### src/irm_cfg.svh
// Constants for the input reference monitor and selector.
// Assumes a 10 MHz core clock and an 8-bit register port.
`ifndef IRM_CFG_SVH
`define IRM_CFG_SVH
// ==========================================================
// Timing
`define IRM_CLK_NS      100
`define IRM_WIN_NS      6400
`define IRM_WIN_CYC     (`IRM_WIN_NS / `IRM_CLK_NS)
// ==========================================================
// Register offsets
`define IRM_A_DIV       8'h08
`define IRM_A_CHCFG     8'h10
`define IRM_A_FREQ      8'h18
`define IRM_A_BKT       8'h20
`define IRM_A_RATE34    8'h34
`define IRM_A_RATE38    8'h38
`define IRM_A_RATE64    8'h64
`define IRM_A_ACTIVE    8'h40
`define IRM_A_ALARM     8'h41
`define IRM_A_LOST      8'h42
`define IRM_A_SEL       8'h43
`define IRM_A_MONEN     8'h44
// ==========================================================
// Field positions
`define IRM_B_RATE34    2
`define IRM_B_RATE38A   5
`define IRM_B_RATE38B   6
`define IRM_B_RATE64    4
// ==========================================================
// Channel numbers
`define IRM_CH_SEC1     4'h3
`define IRM_CH_SEC2     4'h4
`define IRM_CH_DIF1     4'h5
`define IRM_CH_DIF2     4'h6
`define IRM_CH_SYNC1    4'h7
`define IRM_CH_SYNC2    4'h8
`define IRM_CH_STBY     4'h9
`define IRM_CH_SYNC3    4'ha
// ==========================================================
// Reset values
`define IRM_PRIO_SEC1   4'h2
`define IRM_PRIO_SEC2   4'h3
`define IRM_PRIO_DIFF   4'h0
`define IRM_PRIO_STBY   4'h4
`define IRM_BKT_SIZE    8'h08
`define IRM_BKT_SET     8'h04
`define IRM_BKT_CLR     8'h01
`define IRM_BKT_LEAK    8'h04
`define IRM_DIV_RST     8'h01
`endif

### src/irm_pkg.sv
// Types for the input reference monitor and selector.
// Assumes irm_cfg.svh is on the include path.
package irm_pkg;
  // ==========================================================
  // Locking modes
  typedef enum logic [1:0] {
    IRM_DIRECT    = 2'h0,
    IRM_REDUCE_8K = 2'h1,
    IRM_DIVIDE_N  = 2'h2
  } irm_mode_t;
  // ==========================================================
  // Spot frequency codes
  typedef enum logic [3:0] {
    IRM_F_8K    = 4'h0,
    IRM_F_E1T1  = 4'h1,
    IRM_F_6M48  = 4'h2,
    IRM_F_19M44 = 4'h3,
    IRM_F_25M92 = 4'h4,
    IRM_F_38M88 = 4'h5,
    IRM_F_51M84 = 4'h6,
    IRM_F_77M76 = 4'h7,
    IRM_F_155M  = 4'h8,
    IRM_F_2K    = 4'h9,
    IRM_F_4K    = 4'ha
  } irm_freq_t;
  // ==========================================================
  // Strap capture sequence, one-hot
  typedef enum logic [3:0] {
    IRM_ST_WAIT1 = 4'b0001,
    IRM_ST_WAIT2 = 4'b0010,
    IRM_ST_LOAD  = 4'b0100,
    IRM_ST_RUN   = 4'b1000
  } irm_strap_t;
  // ==========================================================
  // Whole state of the block
  typedef struct packed {
    logic [8:0]      meta;
    logic [8:0]      stab;
    logic [8:0]      prev;
    logic [4:0][3:0] prio;
    logic [4:0][1:0] mode;
    logic [4:0][1:0] bid;
    logic [4:0][3:0] freq;
    logic [4:0][7:0] div_ratio;
    logic [3:0][7:0] bsize;
    logic [3:0][7:0] bset;
    logic [3:0][7:0] bclr;
    logic [3:0][7:0] bleak;
    logic [4:0][7:0] bucket;
    logic [4:0][7:0] leak_cnt;
    logic [4:0]      alarm;
    logic [4:0]      seen;
    logic [4:0]      active;
    logic [4:0]      lost;
    logic [4:0]      mon_en;
    logic [7:0]      win_cnt;
    logic            rate34;
    logic            rate38a;
    logic            rate38b;
    logic            rate64;
    irm_strap_t      strap;
    logic [2:0]      sel_idx;
    logic            sel_valid;
    logic [3:0]      sel_chan;
    logic [3:0]      sync_chan;
    logic [1:0]      sel_mode;
    logic [7:0]      sel_div;
    logic [3:0]      sel_freq;
    logic            sel_clk;
    logic            sel_sync;
    logic            sw_pulse;
    logic [7:0]      rdata;
  } irm_state_t;
endpackage

### src/irm_input_select.sv
// Input side of a line-card clock protection block: monitors, buckets, selection.
// Assumes a 10 MHz core clock, async pins sampled here, a same-clock register port.
`include "irm_cfg.svh"

module irm_input_select (
  input  wire logic       core_clk_in,
  input  wire logic       rst_in,
  input  wire logic       sec1_clock_in,
  input  wire logic       sec2_clock_in,
  input  wire logic       master_clock_differential_input_in,
  input  wire logic       slave_clock_differential_input_in,
  input  wire logic       standby_clock_input_in,
  input  wire logic       sync1_in,
  input  wire logic       sync2_in,
  input  wire logic       sync3_in,
  input  wire logic       input_rate_standard_bit_in,
  input  wire logic [7:0] reg_addr_in,
  input  wire logic [7:0] reg_wdata_in,
  input  wire logic       reg_wr_in,
  input  wire logic       reg_rd_in,
  output logic      [7:0] reg_rdata_out,
  output logic            sel_valid_out,
  output logic      [3:0] sel_clock_chan_out,
  output logic      [3:0] sel_sync_chan_out,
  output logic      [1:0] sel_lock_mode_out,
  output logic      [7:0] sel_divider_out,
  output logic      [3:0] sel_freq_code_out,
  output logic            sel_clock_out,
  output logic            sel_sync_out,
  output logic            switch_pulse_out,
  output logic      [4:0] active_out,
  output logic      [4:0] alarm_out,
  output logic            rate_standard_out
);

  // ==========================================================
  // Register map, input index i is 0..4 and bucket b is 0..3
  // Index 0,1 single-ended master/slave, 2,3 differential, 4 stand-by
  // Divider at 0x08+i; a zero is kept as one
  // Config at 0x10+i: bucket id, lock mode, priority
  // Spot frequency code at 0x18+i
  // Bucket size, set, clear, leak at 0x20+4b..0x23+4b
  // Rate bits at 0x34 bit 2, 0x38 bits 5/6, 0x64 bit 4
  // Active bits at 0x40, alarms at 0x41, both read only
  // Sticky lost bits at 0x42, write one to clear
  // Selection status at 0x43, monitor enables at 0x44
  // Unmapped reads return zero, unmapped writes vanish

  // ==========================================================
  // Channel helpers
  // Channel number of an input index
  function automatic logic [3:0] chan_of(input logic [2:0] idx);
    case (idx)
      3'h0:    chan_of = `IRM_CH_SEC1;
      3'h1:    chan_of = `IRM_CH_SEC2;
      3'h2:    chan_of = `IRM_CH_DIF1;
      3'h3:    chan_of = `IRM_CH_DIF2;
      default: chan_of = `IRM_CH_STBY;
    endcase
  endfunction

  // Syncs sit at bits 5..7 of the sampled pin bus
  // Sync pin position paired with an input index
  function automatic logic [2:0] sync_pos(input logic [2:0] idx);
    case (idx)
      3'h0, 3'h2: sync_pos = 3'h5;
      3'h1, 3'h3: sync_pos = 3'h6;
      default:    sync_pos = 3'h7;
    endcase
  endfunction

  // Sync channel number paired with an input index
  function automatic logic [3:0] sync_chan_of(input logic [2:0] idx);
    case (idx)
      3'h0, 3'h2: sync_chan_of = `IRM_CH_SYNC1;
      3'h1, 3'h3: sync_chan_of = `IRM_CH_SYNC2;
      default:    sync_chan_of = `IRM_CH_SYNC3;
    endcase
  endfunction

  // Differential ports are indices 2 and 3
  function automatic logic is_diff(input logic [2:0] idx);
    is_diff = (idx == 3'h2) || (idx == 3'h3);
  endfunction

  // Last cycle of one activity window
  localparam logic [7:0] WIN_LAST = 8'(`IRM_WIN_CYC - 1);

  irm_pkg::irm_state_t s;
  irm_pkg::irm_state_t n;

  // Bit 8 is the strap, bits 5..7 the group syncs
  logic [8:0] pins;
  assign pins = {input_rate_standard_bit_in, sync3_in, sync2_in, sync1_in,
                 standby_clock_input_in, slave_clock_differential_input_in,
                 master_clock_differential_input_in, sec2_clock_in, sec1_clock_in};

  // ==========================================================
  // Next-state logic
  always_comb begin
    logic [4:0] edge_seen;
    logic [4:0] avail;
    logic [2:0] best;
    logic       found;
    logic [1:0] id;
    logic [2:0] ci;
    logic       win_end;

    edge_seen = '0;
    avail     = '0;
    best      = 3'h0;
    found     = 1'b0;
    id        = 2'h0;
    ci        = 3'h0;
    win_end   = 1'b0;
    n          = s;
    n.sw_pulse = 1'b0;
    n.rdata    = 8'h00;

    // Limitation: a 10 MHz core only sees inputs well
    // below 5 MHz; faster clocks alias in the monitor
    // Two-flop sampling; first stage feeds only the second
    n.meta = pins;
    n.stab = s.meta;
    n.prev = s.stab;
    edge_seen = s.stab[4:0] ^ s.prev[4:0];
    win_end   = (s.win_cnt == WIN_LAST);
    n.win_cnt = win_end ? 8'h00 : s.win_cnt + 8'h01;

    // Register writes go first so monitor events below win over clears
    if (reg_wr_in) begin
      for (int c = 0; c < 5; c++) begin
        ci = 3'(c);
        // Mode 3 is no locking mode; the old mode stays
        if (reg_addr_in == `IRM_A_CHCFG + 8'(c)) begin
          n.prio[c] = reg_wdata_in[3:0];
          n.mode[c] = (reg_wdata_in[5:4] == 2'h3) ? s.mode[c] : reg_wdata_in[5:4];
          n.bid[c]  = reg_wdata_in[7:6];
        end
        // A zero ratio would stall the divider, so keep one
        if (reg_addr_in == `IRM_A_DIV + 8'(c))
          n.div_ratio[c] = (reg_wdata_in == 8'h00) ? 8'h01 : reg_wdata_in;
        // Codes past the table, or 155.52 on a single-ended port, are dropped
        if (reg_addr_in == `IRM_A_FREQ + 8'(c)) begin
          if (reg_wdata_in[3:0] == irm_pkg::IRM_F_155M) begin
            if (is_diff(ci))
              n.freq[c] = reg_wdata_in[3:0];
          end else if (reg_wdata_in[3:0] <= irm_pkg::IRM_F_4K) begin
            n.freq[c] = reg_wdata_in[3:0];
          end
        end
      end
      // Four shared bucket configs, four bytes each
      for (int b = 0; b < 4; b++) begin
        if (reg_addr_in == `IRM_A_BKT + 8'(4 * b))     n.bsize[b] = reg_wdata_in;
        if (reg_addr_in == `IRM_A_BKT + 8'(4 * b + 1)) n.bset[b]  = reg_wdata_in;
        if (reg_addr_in == `IRM_A_BKT + 8'(4 * b + 2)) n.bclr[b]  = reg_wdata_in;
        if (reg_addr_in == `IRM_A_BKT + 8'(4 * b + 3)) n.bleak[b] = reg_wdata_in;
      end
      case (reg_addr_in)
        // Rate bits stay writable after the strap load
        `IRM_A_RATE34: n.rate34 = reg_wdata_in[`IRM_B_RATE34];
        `IRM_A_RATE38: begin
          n.rate38a = reg_wdata_in[`IRM_B_RATE38A];
          n.rate38b = reg_wdata_in[`IRM_B_RATE38B];
        end
        `IRM_A_RATE64: n.rate64 = reg_wdata_in[`IRM_B_RATE64];
        `IRM_A_LOST:   n.lost   = s.lost & ~reg_wdata_in[4:0];
        `IRM_A_MONEN:  n.mon_en = reg_wdata_in[4:0];
        default: ;
      endcase
    end

    // A window without any edge counts one anomaly;
    // busy windows drain the bucket at the leak rate.
    // Buckets saturate at their size so recovery time
    // stays bounded however long an input was dead.
    // Lost bits are set last, so a clear never hides one
    // Activity windows and leaky buckets, one per input
    for (int c = 0; c < 5; c++) begin
      id = s.bid[c];
      n.seen[c] = s.seen[c] | edge_seen[c];
      if (win_end) begin
        n.seen[c]   = 1'b0;
        n.active[c] = s.seen[c] | edge_seen[c];
        if (!(s.seen[c] | edge_seen[c])) begin
          n.lost[c] = 1'b1;
          if (s.bucket[c] < s.bsize[id])
            n.bucket[c] = s.bucket[c] + 8'h01;
        end else if (s.leak_cnt[c] + 8'h01 >= s.bleak[id]) begin
          n.leak_cnt[c] = 8'h00;
          if (s.bucket[c] != 8'h00)
            n.bucket[c] = s.bucket[c] - 8'h01;
        end else begin
          n.leak_cnt[c] = s.leak_cnt[c] + 8'h01;
        end
      end
      // Hysteresis between set and clear levels
      // The gap keeps the alarm from chattering
      if (s.bucket[c] >= s.bset[id])
        n.alarm[c] = 1'b1;
      else if (s.bucket[c] <= s.bclr[id])
        n.alarm[c] = 1'b0;
    end

    // Strap is sampled only after it has cleared the synchroniser
    // Software writes before the load are overwritten
    case (s.strap)
      irm_pkg::IRM_ST_WAIT1: n.strap = irm_pkg::IRM_ST_WAIT2;
      irm_pkg::IRM_ST_WAIT2: n.strap = irm_pkg::IRM_ST_LOAD;
      irm_pkg::IRM_ST_LOAD: begin
        n.rate34  = s.stab[8];
        n.rate38a = s.stab[8];
        n.rate38b = s.stab[8];
        n.rate64  = s.stab[8];
        n.strap   = irm_pkg::IRM_ST_RUN;
      end
      irm_pkg::IRM_ST_RUN:   n.strap = irm_pkg::IRM_ST_RUN;
      default:               n.strap = irm_pkg::IRM_ST_WAIT1;
    endcase

    // Priority selection over available inputs
    // Ties go to the lower index; priority 0 is never
    // picked, so a zero parks an input for manual use.
    // With nothing eligible the old index is kept and
    // the valid flag and the clock and sync outputs drop.
    // Alarms only count where their monitor is enabled
    for (int c = 0; c < 5; c++) begin
      avail[c] = s.active[c] & ~(s.mon_en[c] & s.alarm[c]);
      if (avail[c] && s.prio[c] != 4'h0 && (!found || s.prio[c] < s.prio[best])) begin
        found = 1'b1;
        best  = 3'(c);
      end
    end
    n.sel_valid = found;
    n.sel_idx   = found ? best : s.sel_idx;
    // One-cycle pulse on any change of the selection
    if (found != s.sel_valid || (found && best != s.sel_idx))
      n.sw_pulse = 1'b1;
    // Clock and sync move together as one group
    n.sel_chan  = chan_of(n.sel_idx);
    n.sync_chan = sync_chan_of(n.sel_idx);
    n.sel_mode  = s.mode[n.sel_idx];
    n.sel_div   = s.div_ratio[n.sel_idx];
    n.sel_freq  = s.freq[n.sel_idx];
    n.sel_clk   = found & s.stab[n.sel_idx];
    n.sel_sync  = found & s.stab[sync_pos(n.sel_idx)];

    // Read data, one cycle after the strobe
    // Zero outside the answer cycle lets several
    // slaves share one OR'ed read bus.
    // Reads have no side effects on any status bit
    if (reg_rd_in) begin
      for (int c = 0; c < 5; c++) begin
        if (reg_addr_in == `IRM_A_CHCFG + 8'(c)) n.rdata = {s.bid[c], s.mode[c], s.prio[c]};
        if (reg_addr_in == `IRM_A_DIV + 8'(c))   n.rdata = s.div_ratio[c];
        if (reg_addr_in == `IRM_A_FREQ + 8'(c))  n.rdata = {4'h0, s.freq[c]};
      end
      for (int b = 0; b < 4; b++) begin
        if (reg_addr_in == `IRM_A_BKT + 8'(4 * b))     n.rdata = s.bsize[b];
        if (reg_addr_in == `IRM_A_BKT + 8'(4 * b + 1)) n.rdata = s.bset[b];
        if (reg_addr_in == `IRM_A_BKT + 8'(4 * b + 2)) n.rdata = s.bclr[b];
        if (reg_addr_in == `IRM_A_BKT + 8'(4 * b + 3)) n.rdata = s.bleak[b];
      end
      case (reg_addr_in)
        `IRM_A_RATE34: n.rdata = {5'h00, s.rate34, 2'h0};
        `IRM_A_RATE38: n.rdata = {1'b0, s.rate38b, s.rate38a, 5'h00};
        `IRM_A_RATE64: n.rdata = {3'h0, s.rate64, 4'h0};
        `IRM_A_ACTIVE: n.rdata = {3'h0, s.active};
        `IRM_A_ALARM:  n.rdata = {3'h0, s.alarm};
        `IRM_A_LOST:   n.rdata = {3'h0, s.lost};
        `IRM_A_SEL:    n.rdata = {s.sel_valid, 1'b0, s.sel_idx == 3'h4, 1'b0, s.sel_chan};
        `IRM_A_MONEN:  n.rdata = {3'h0, s.mon_en};
        default: ;
      endcase
    end
  end

  // ==========================================================
  // State register; reset puts every setting back to default
  // Defaults follow the channel table; the strap bits
  // wait for the load a few edges after release.
  // Only constants in the async branch
  always_ff @(posedge core_clk_in or posedge rst_in) begin
    if (rst_in) begin
      s          <= '0;
      s.prio     <= {`IRM_PRIO_STBY, `IRM_PRIO_DIFF, `IRM_PRIO_DIFF,
                     `IRM_PRIO_SEC2, `IRM_PRIO_SEC1};
      s.freq     <= {irm_pkg::IRM_F_19M44, irm_pkg::IRM_F_19M44, irm_pkg::IRM_F_19M44,
                     irm_pkg::IRM_F_8K, irm_pkg::IRM_F_8K};
      s.div_ratio <= {5{`IRM_DIV_RST}};
      s.bsize    <= {4{`IRM_BKT_SIZE}};
      s.bset     <= {4{`IRM_BKT_SET}};
      s.bclr     <= {4{`IRM_BKT_CLR}};
      s.bleak    <= {4{`IRM_BKT_LEAK}};
      s.mon_en   <= 5'h1f;
      s.strap    <= irm_pkg::IRM_ST_WAIT1;
      s.sel_chan <= `IRM_CH_SEC1;
      s.sync_chan <= `IRM_CH_SYNC1;
    end else begin
      s <= n;
    end
  end

  // ==========================================================
  // Outputs, all straight from the state register
  // Nothing combinational reaches a pin, so no
  // glitches are carried into the loop logic
  assign reg_rdata_out      = s.rdata;
  assign sel_valid_out      = s.sel_valid;
  assign sel_clock_chan_out = s.sel_chan;
  assign sel_sync_chan_out  = s.sync_chan;
  assign sel_lock_mode_out  = s.sel_mode;
  assign sel_divider_out    = s.sel_div;
  assign sel_freq_code_out  = s.sel_freq;
  assign sel_clock_out      = s.sel_clk;
  assign sel_sync_out       = s.sel_sync;
  assign switch_pulse_out   = s.sw_pulse;
  assign active_out         = s.active;
  assign alarm_out          = s.alarm;
  assign rate_standard_out  = s.rate34;

endmodule

### config.mk
export PLATFORM = sky130hd
export DESIGN_NAME = irm_input_select
export DESIGN_NICKNAME = d
export VERILOG_FILES = /design/src/irm_pkg.sv /design/src/irm_input_select.sv
export VERILOG_INCLUDE_DIRS = /design/src
export SDC_FILE = /design/constraint.sdc
export NUM_CORES = 1
export LEC_CHECK = 0
export BUFFER_PORTS_ARGS = -buffer_cell sky130_fd_sc_hd__buf_4
export CORE_ASPECT_RATIO = 0.6
export CORE_MARGIN = 3
export CORE_UTILIZATION = 25
export DETAILED_ROUTE_END_ITERATION = 10
export PLACE_DENSITY = 0.49
export REMOVE_ABC_BUFFERS = 1
export SLEW_MARGIN = 10
export SYNTH_ARGS = -nofsm -noshare
export SYNTH_HDL_FRONTEND = slang
export SYNTH_SLANG_ARGS = --single-unit
### constraint.sdc
create_clock -name core_clk_in -period 20.8 [get_ports core_clk_in]
set_input_delay 5.2 -clock core_clk_in [delete_from_list [all_inputs] [get_ports core_clk_in]]
set_output_delay 5.2 -clock core_clk_in [all_outputs]
set_load 0.02 [all_outputs]
==> impl_metrics.json, run 1 <==
{
  "run_status": "finished, final reports clean",
  "antenna-diode-count": 0,
  "placement.io_buffers": 73,
  "global_route_wire_length_before_repair_um": 166000,
  "power-per-cell-area_nw_per_um2": 64.5,
  "yosysWarnings": 0,
  "die_area_sq_um": 116000,
  "synth_largest_type_area_fraction_pct": 32.7,
  "drt-pass1-iter-count": 7,
  "wire_per_inst_um": 27.6,
  "asyncSetResetFlopFracSynth_pct": 100,
  "setup.worst_path.start_class": "flop",
  "cts-root-buf": "clkbuf_16",
  "max-slew-margin-rel_pct": 18.5,
  "areaGrowthSynthToFinish_pct": 12.6,
  "detailroute.via_count": 22500,
  "synthesis.area_sq_um": 28000,
  "post_synth.cell_area_avg_sq_um": 10.7,
  "cts-root-to-sink-buffers": 3,
  "reg2reg_from": "s[367]$_DFFE_PP1P_",
  "cp_common_cell": "ha_1",
  "clock-skew-final_ns": 0.0261,
  "maximum_resistive_drop_on_vdd_mv": 0.0557,
  "gate_count_of_the_mapped_netlist": 2607,
  "yosys.area.top_type": "dfrtp_1",
  "floorplan.initialDensity_pct": 25.4,
  "cts_setup_buffers": 0,
  "sequential_area_share_after_synthesis_pct": 36.6,
  "finish.net_count": 2849,
  "yosys_most_used_dff": "dfrtp_1",
  "clk_latency_ns": 0.59,
  "final_max_slew_viol_count": 0,
  "cp_slowest_cell": "nor2_2",
  "cts_tree": "yes",
  "route.detailed.vias_per_inst": 5.45,
  "slew_worst_pin_ns": 1.21,
  "gp_routability_congestion": 0.986,
  "mostFrequentLayoutCell": "dfrtp_1",
  "antenna_found_initial": 5,
  "critPathLaunch": "s[367]$_DFFE_PP1P_",
  "grt_remaining_overflow": 0,
  "die_h_um": 265,
  "initialDrtViolationCount": 2744,
  "max_cap_violations": 0,
  "worst_path_dominant_cell_family": "compound AO/OA/AOI/OAI gates",
  "groute.usage.overall_pct": 19.5,
  "core-area_sq_um": 110000,
  "drive_gt1_share_pct": 24.7,
  "tritoncts.num_buffers": 42,
  "layout.cells.most_common_list": "dfrtp_1, mux2_2, nand2_1, ha_1, inv_1",
  "num_io_pins": 74,
  "clkSinkCount": 407,
  "cts-htree-levels": 2,
  "power_leakage_nw": 13.2,
  "clkSlewWorstSetupHoldPaths_ns": 0.07,
  "die_width_um": 438,
  "max_stage_delay_ns": 0.68,
  "cts.repair.resized": 0,
  "grt_start_max_net_pins": 84,
  "synth_enable_flop_cells": 0,
  "post-dp-hpwl_um": 85500,
  "worst_path_required_ns": 21.30,
  "path_class": "reg2reg",
  "drt_wl_total_um": 114000,
  "cp.buffers_inverters": 2,
  "hold_path.startpoint": "n[402]$_DFF_PP0_",
  "floorplan.rows": 94,
  "holdWs_ns": 0.347,
  "ys_top_cells_by_area": "dfrtp_1, mux4_2, ha_1, mux2_2, dfstp_2",
  "critical_path.max_fanout": 22,
  "cts_hold_buf": 0,
  "post_route_ant_nets": 0,
  "setup.worst_path.end_class": "flop",
  "period_needed_ns": 8.32,
  "yosys.cell_types.count": 81,
  "final.setup.tns_ns": 0,
  "timing_hold_violations_final": 0,
  "route.detailed.drc": 0,
  "timing.fmax_mhz": 120,
  "synth_seq_cells": 407,
  "rsz_0062_raised_after_global_routing": "false",
  "critical_path_arrival_ns": 8.82,
  "setup_violations": 0,
  "first_global_vias": 21800,
  "period_share_pct": 40.0,
  "filler_cell_count": 11500,
  "holdCritPathClass": "reg2reg"
}
==> kinds of logic after synthesis <==
family	after synthesis	share of synthesized area, %
DFF	407	36.6
buffers and inverters	347	5.28
and+or+nand+nor	626	10.7
AOI/OAI and AO/OA	540	13.1
adders and majority gates	208	9.44
muxes	394	22.3
xor gates and xnor gates	85	2.66
==> synth_stat cells, types with 42 or more instances <==
cell type / count
a21o_1: 46
a21oi_1: 109
buf_4: 42
clkbuf_1: 80
dfrtp_1: 366
ha_1: 203
inv_1: 185
mux2_2: 221
mux4_2: 161
nand2_1: 217
nand3_1: 76
nor2_1: 148
o21ai_0: 138
xnor2_1: 56
==> power breakdown <==
group | switching [mW] | internal [mW] | leakage [nW]
combinational | 0.155 | 0.107 | 7.09
clock | 0.368 | 0.504 | 0.746
sequential | 0.0760 | 0.823 | 5.34
total | 0.599 | 1.43 | 13.2
==> per-stage QoR <==
| step | cells | setup WS, ns | area [sq um] | power (mW) | util [%] |
|---|---|---|---|---|---|
| 2_1_floorplan | 2450 | 4.34 | 27200 | 1.02 | - |
| 3_3_place_gp | 4056 | 12.33 | 30000 | 1.16 | 27.2 |
| 3_5_place_dp | 4056 | 12.22 | 30000 | 1.16 | 27.2 |
| 4_1_cts | 4133 | 12.61 | 31500 | 2.04 | 28.6 |
| 5_1_grt | 4133 | 11.93 | 31500 | 2.11 | 28.6 |
| 6_report | 4133 | 12.48 | 31500 | 2.03 | 28.6 |
==> per-layer routing <==
layer	global-route usage, %	wire [um]	vias to the layer above
li1	-	-	9621
met1	30.4	55100	11500
met3	9.21	16600	122
met5	0.0403	0	-
met4	3.15	1850	0
met2	23.8	40700	1244
==> area by class of cell <==
cell class                      count  area [sq um]  share of cell area, %
Tap cell                         1488          1860                   5.91
Sequential cell                   407         10200                   32.5
Multi-Input combinational cell   1853         16300                   51.6
Timing Repair Buffer              118           886                   2.81
Clock buffer                       53          1170                   3.72
Clock inverter                     24           354                   1.12
Inverter                          190           721                   2.29
==> final timing paths <==
path                                           endpoint  slack (ns)  cells past startpoint
max reg2reg                sel_divider_out[0]$_DFF_PP0_       12.48                     28
max in group asynchronous            s[348]$_DFFE_PP0P_       13.63                      4
min in group asynchronous            s[121]$_DFFE_PP0P_        4.67                      2
min                                    n[393]$_DFF_PP0_        0.35                      0
max                        sel_divider_out[0]$_DFF_PP0_       12.48                     28
min reg2reg                            n[393]$_DFF_PP0_        0.35                      0
==> sequential cells by signal, indices dropped and copies added, names as in the netlist <==
name	flops
s	345
sel_valid_out	1
sel_clock_out	1
n	18
rate_standard_out	1
reg_rdata_out	8
sel_sync_out	1
active_out	5
sel_clock_chan_out	4
sel_lock_mode_out	2
sel_divider_out	8
sel_freq_code_out	4
alarm_out	5
sel_sync_chan_out	3
switch_pulse_out	1
Power figures use the tool's default switching activity.
==> run 2, diff against run 1 <==
==> constraint.sdc (replaced) <==
create_clock -name core_clk_in -period 8.5 [get_ports core_clk_in]
set_input_delay 2.125 -clock core_clk_in [delete_from_list [all_inputs] [get_ports core_clk_in]]
set_output_delay 2.125 -clock core_clk_in [all_outputs]
set_load 0.02 [all_outputs]
==> impl_metrics.json, run 2 (synthesis gave the netlist of run 1 again) <==
{
  "final.setup.worst_slack_ns": 0.566,
  "run_status": "finished, final reports clean",
  "cts-root-to-sink-buffers": 3,
  "final_max_slew_viol_count": 0,
  "num_io_pins": 74,
  "cp_common_cell": "ha_1",
  "max_flop_register": "s",
  "power-per-cell-area_nw_per_um2": 152,
  "holdCritPathClass": "reg2reg",
  "path_class": "reg2reg",
  "cp_slowest_cell": "dfstp_2",
  "cts-htree-levels": 2,
  "rsz_0062_raised_after_global_routing": "false",
  "core-area_sq_um": 110000,
  "post-layout-total-power_mw": 4.80,
  "initialDrtViolationCount": 2957,
  "cts_tree": "yes",
  "floorplan.rows": 94,
  "reg2reg_from": "s[367]$_DFFE_PP1P_",
  "maximum_resistive_drop_on_vdd_mv": 0.132,
  "grt_start_max_net_pins": 157,
  "slew_worst_pin_ns": 1.35,
  "hold_path.startpoint": "n[403]$_DFF_PP0_",
  "critPathLaunch": "s[367]$_DFFE_PP1P_",
  "max-slew-margin-rel_pct": 9.28,
  "max_stage_delay_ns": 0.59,
  "drt-pass1-iter-count": 6,
  "setup.worst_path.start_class": "flop",
  "clkSlewWorstSetupHoldPaths_ns": 0.06,
  "post-dp-hpwl_um": 84300,
  "global_route_wire_length_before_repair_um": 164000,
  "antenna_found_initial": 7,
  "setup_violations": 0,
  "gp_routability_congestion": 0.980,
  "clkSinkCount": 407,
  "regToRegSetupSlack_ns": 0.57,
  "critical_path.max_fanout": 14,
  "period_needed_ns": 7.93,
  "die_width_um": 438,
  "tritoncts.num_buffers": 43,
  "areaGrowthSynthToFinish_pct": 12.6,
  "wire_per_inst_um": 27.4,
  "grt_remaining_overflow": 0,
  "route.detailed.drc": 0,
  "die_h_um": 265,
  "groute.usage.overall_pct": 19.3,
  "clock-skew-final_ns": 0.0397,
  "cts-root-buf": "clkbuf_16",
  "clk_latency_ns": 0.62,
  "rr_worst_depth": 29,
  "worst_path_required_ns": 8.98,
  "finish.instance_area_sq_um": 31500,
  "floorplan.initialDensity_pct": 25.4,
  "critical_path_arrival_ns": 8.41,
  "die_area_sq_um": 116000,
  "dp_slack_ns": 0.494,
  "period_share_pct": 93.3,
  "setup.worst_path.end_class": "flop",
  "flip_flop_count_of_the_largest_register_all_copies_and_words_added": 345,
  "worstHoldPathCells": 0,
  "drive_gt1_share_pct": 24.7,
  "detailed_place.area_sq_um": 30000,
  "cts_hold_buf": 0,
  "route.detailed.vias_per_inst": 5.46,
  "drt_wl_total_um": 114000,
  "first_global_vias": 21400,
  "finish.net_count": 2857,
  "hold_path_sink": "n[394]$_DFF_PP0_",
  "mostFrequentLayoutCell": "dfrtp_1",
  "layout.cells.most_common_list": "dfrtp_1, mux2_2, nand2_1, ha_1, inv_1",
  "timing.fmax_mhz": 126,
  "endpoint_of_the_worst_slack_reg_to_reg_timing_path": "sel_divider_out[1]$_DFF_PP0_",
  "detailroute.via_count": 22600,
  "placement.io_buffers": 73,
  "max_cap_violations": 0,
  "timing_hold_violations_final": 0,
  "post_route_ant_nets": 0,
  "power_leakage_nw": 13.2
}
run 2: area by class of cell:
class	count	area [sq um]
Fill cell	11500	78800
Multi-Input combinational cell	1853	16300
Sequential cell	407	10200
Tap cell	1488	1860
Clock buffer	63	1240
Timing Repair Buffer	125	988
Inverter	190	721
Clock inverter	17	161
Antenna cell	3	7.51
run 2: where the power goes:
group	leakage, nW	switching [mW]	total [mW]	internal, mW
Clock	0.687	0.879	1.96	1.08
Sequential	5.34	0.171	2.18	2.01
Combinational	7.14	0.389	0.651	0.262
run 2: metrics by stage:
step	util (%)	cells	hold WS, ns	setup TNS, ns
final	28.6	4146	0.348	0
after global routing	28.5	4143	0.351	0
after CTS	28.5	4136	0.349	0
after detailed placement	27.2	4056	0.336	0
after global placement	27.2	4056	0.337	0
after floorplan	-	2450	0.331	-1852.74
run 2: how the worst max path moves through the flow:
stage / end / slack [ns] / cells past startpoint
after CTS: sel_divider_out[4]$_DFF_PP0_ / 0.39 / 27
final: sel_divider_out[1]$_DFF_PP0_ / 0.57 / 29
after global placement: sel_divider_out[6]$_DFF_PP0_ / 0.36 / 27
after detailed placement: sel_divider_out[5]$_DFF_PP0_ / 0.49 / 27
after floorplan: active_out[0]$_DFFE_PP0N_ / -4.88 / 1
after global routing: sel_divider_out[5]$_DFF_PP0_ / 0.03 / 29
run 2: what timing repair did:
| item | in CTS | in global routing |
|---|---|---|
| resized for setup | 0 | 1 |
| setup endpoints to repair | 0 | 17 |
| buffers inserted | 0 | 7 |
run 2: critical path: cells and delay by family, from the launching register on:
family / cells / cell delay (ns)
AO/OA/AOI/OAI: 14 / 3.64
AND/OR/NAND/NOR: 6 / 1.24
adder cells (fa/ha/maj): 4 / 1.23
multiplexers: 2 / 0.61
flip-flops: 1 / 0.59
buffers and inverters: 3 / 0.47
run 2: routing by layer:
layer  share of wire [%]  GRT usage, %
met5               0.032             0
met4                 2.3          4.14
met3                  13          7.88
met2                  36          23.8
met1                  48          30.2
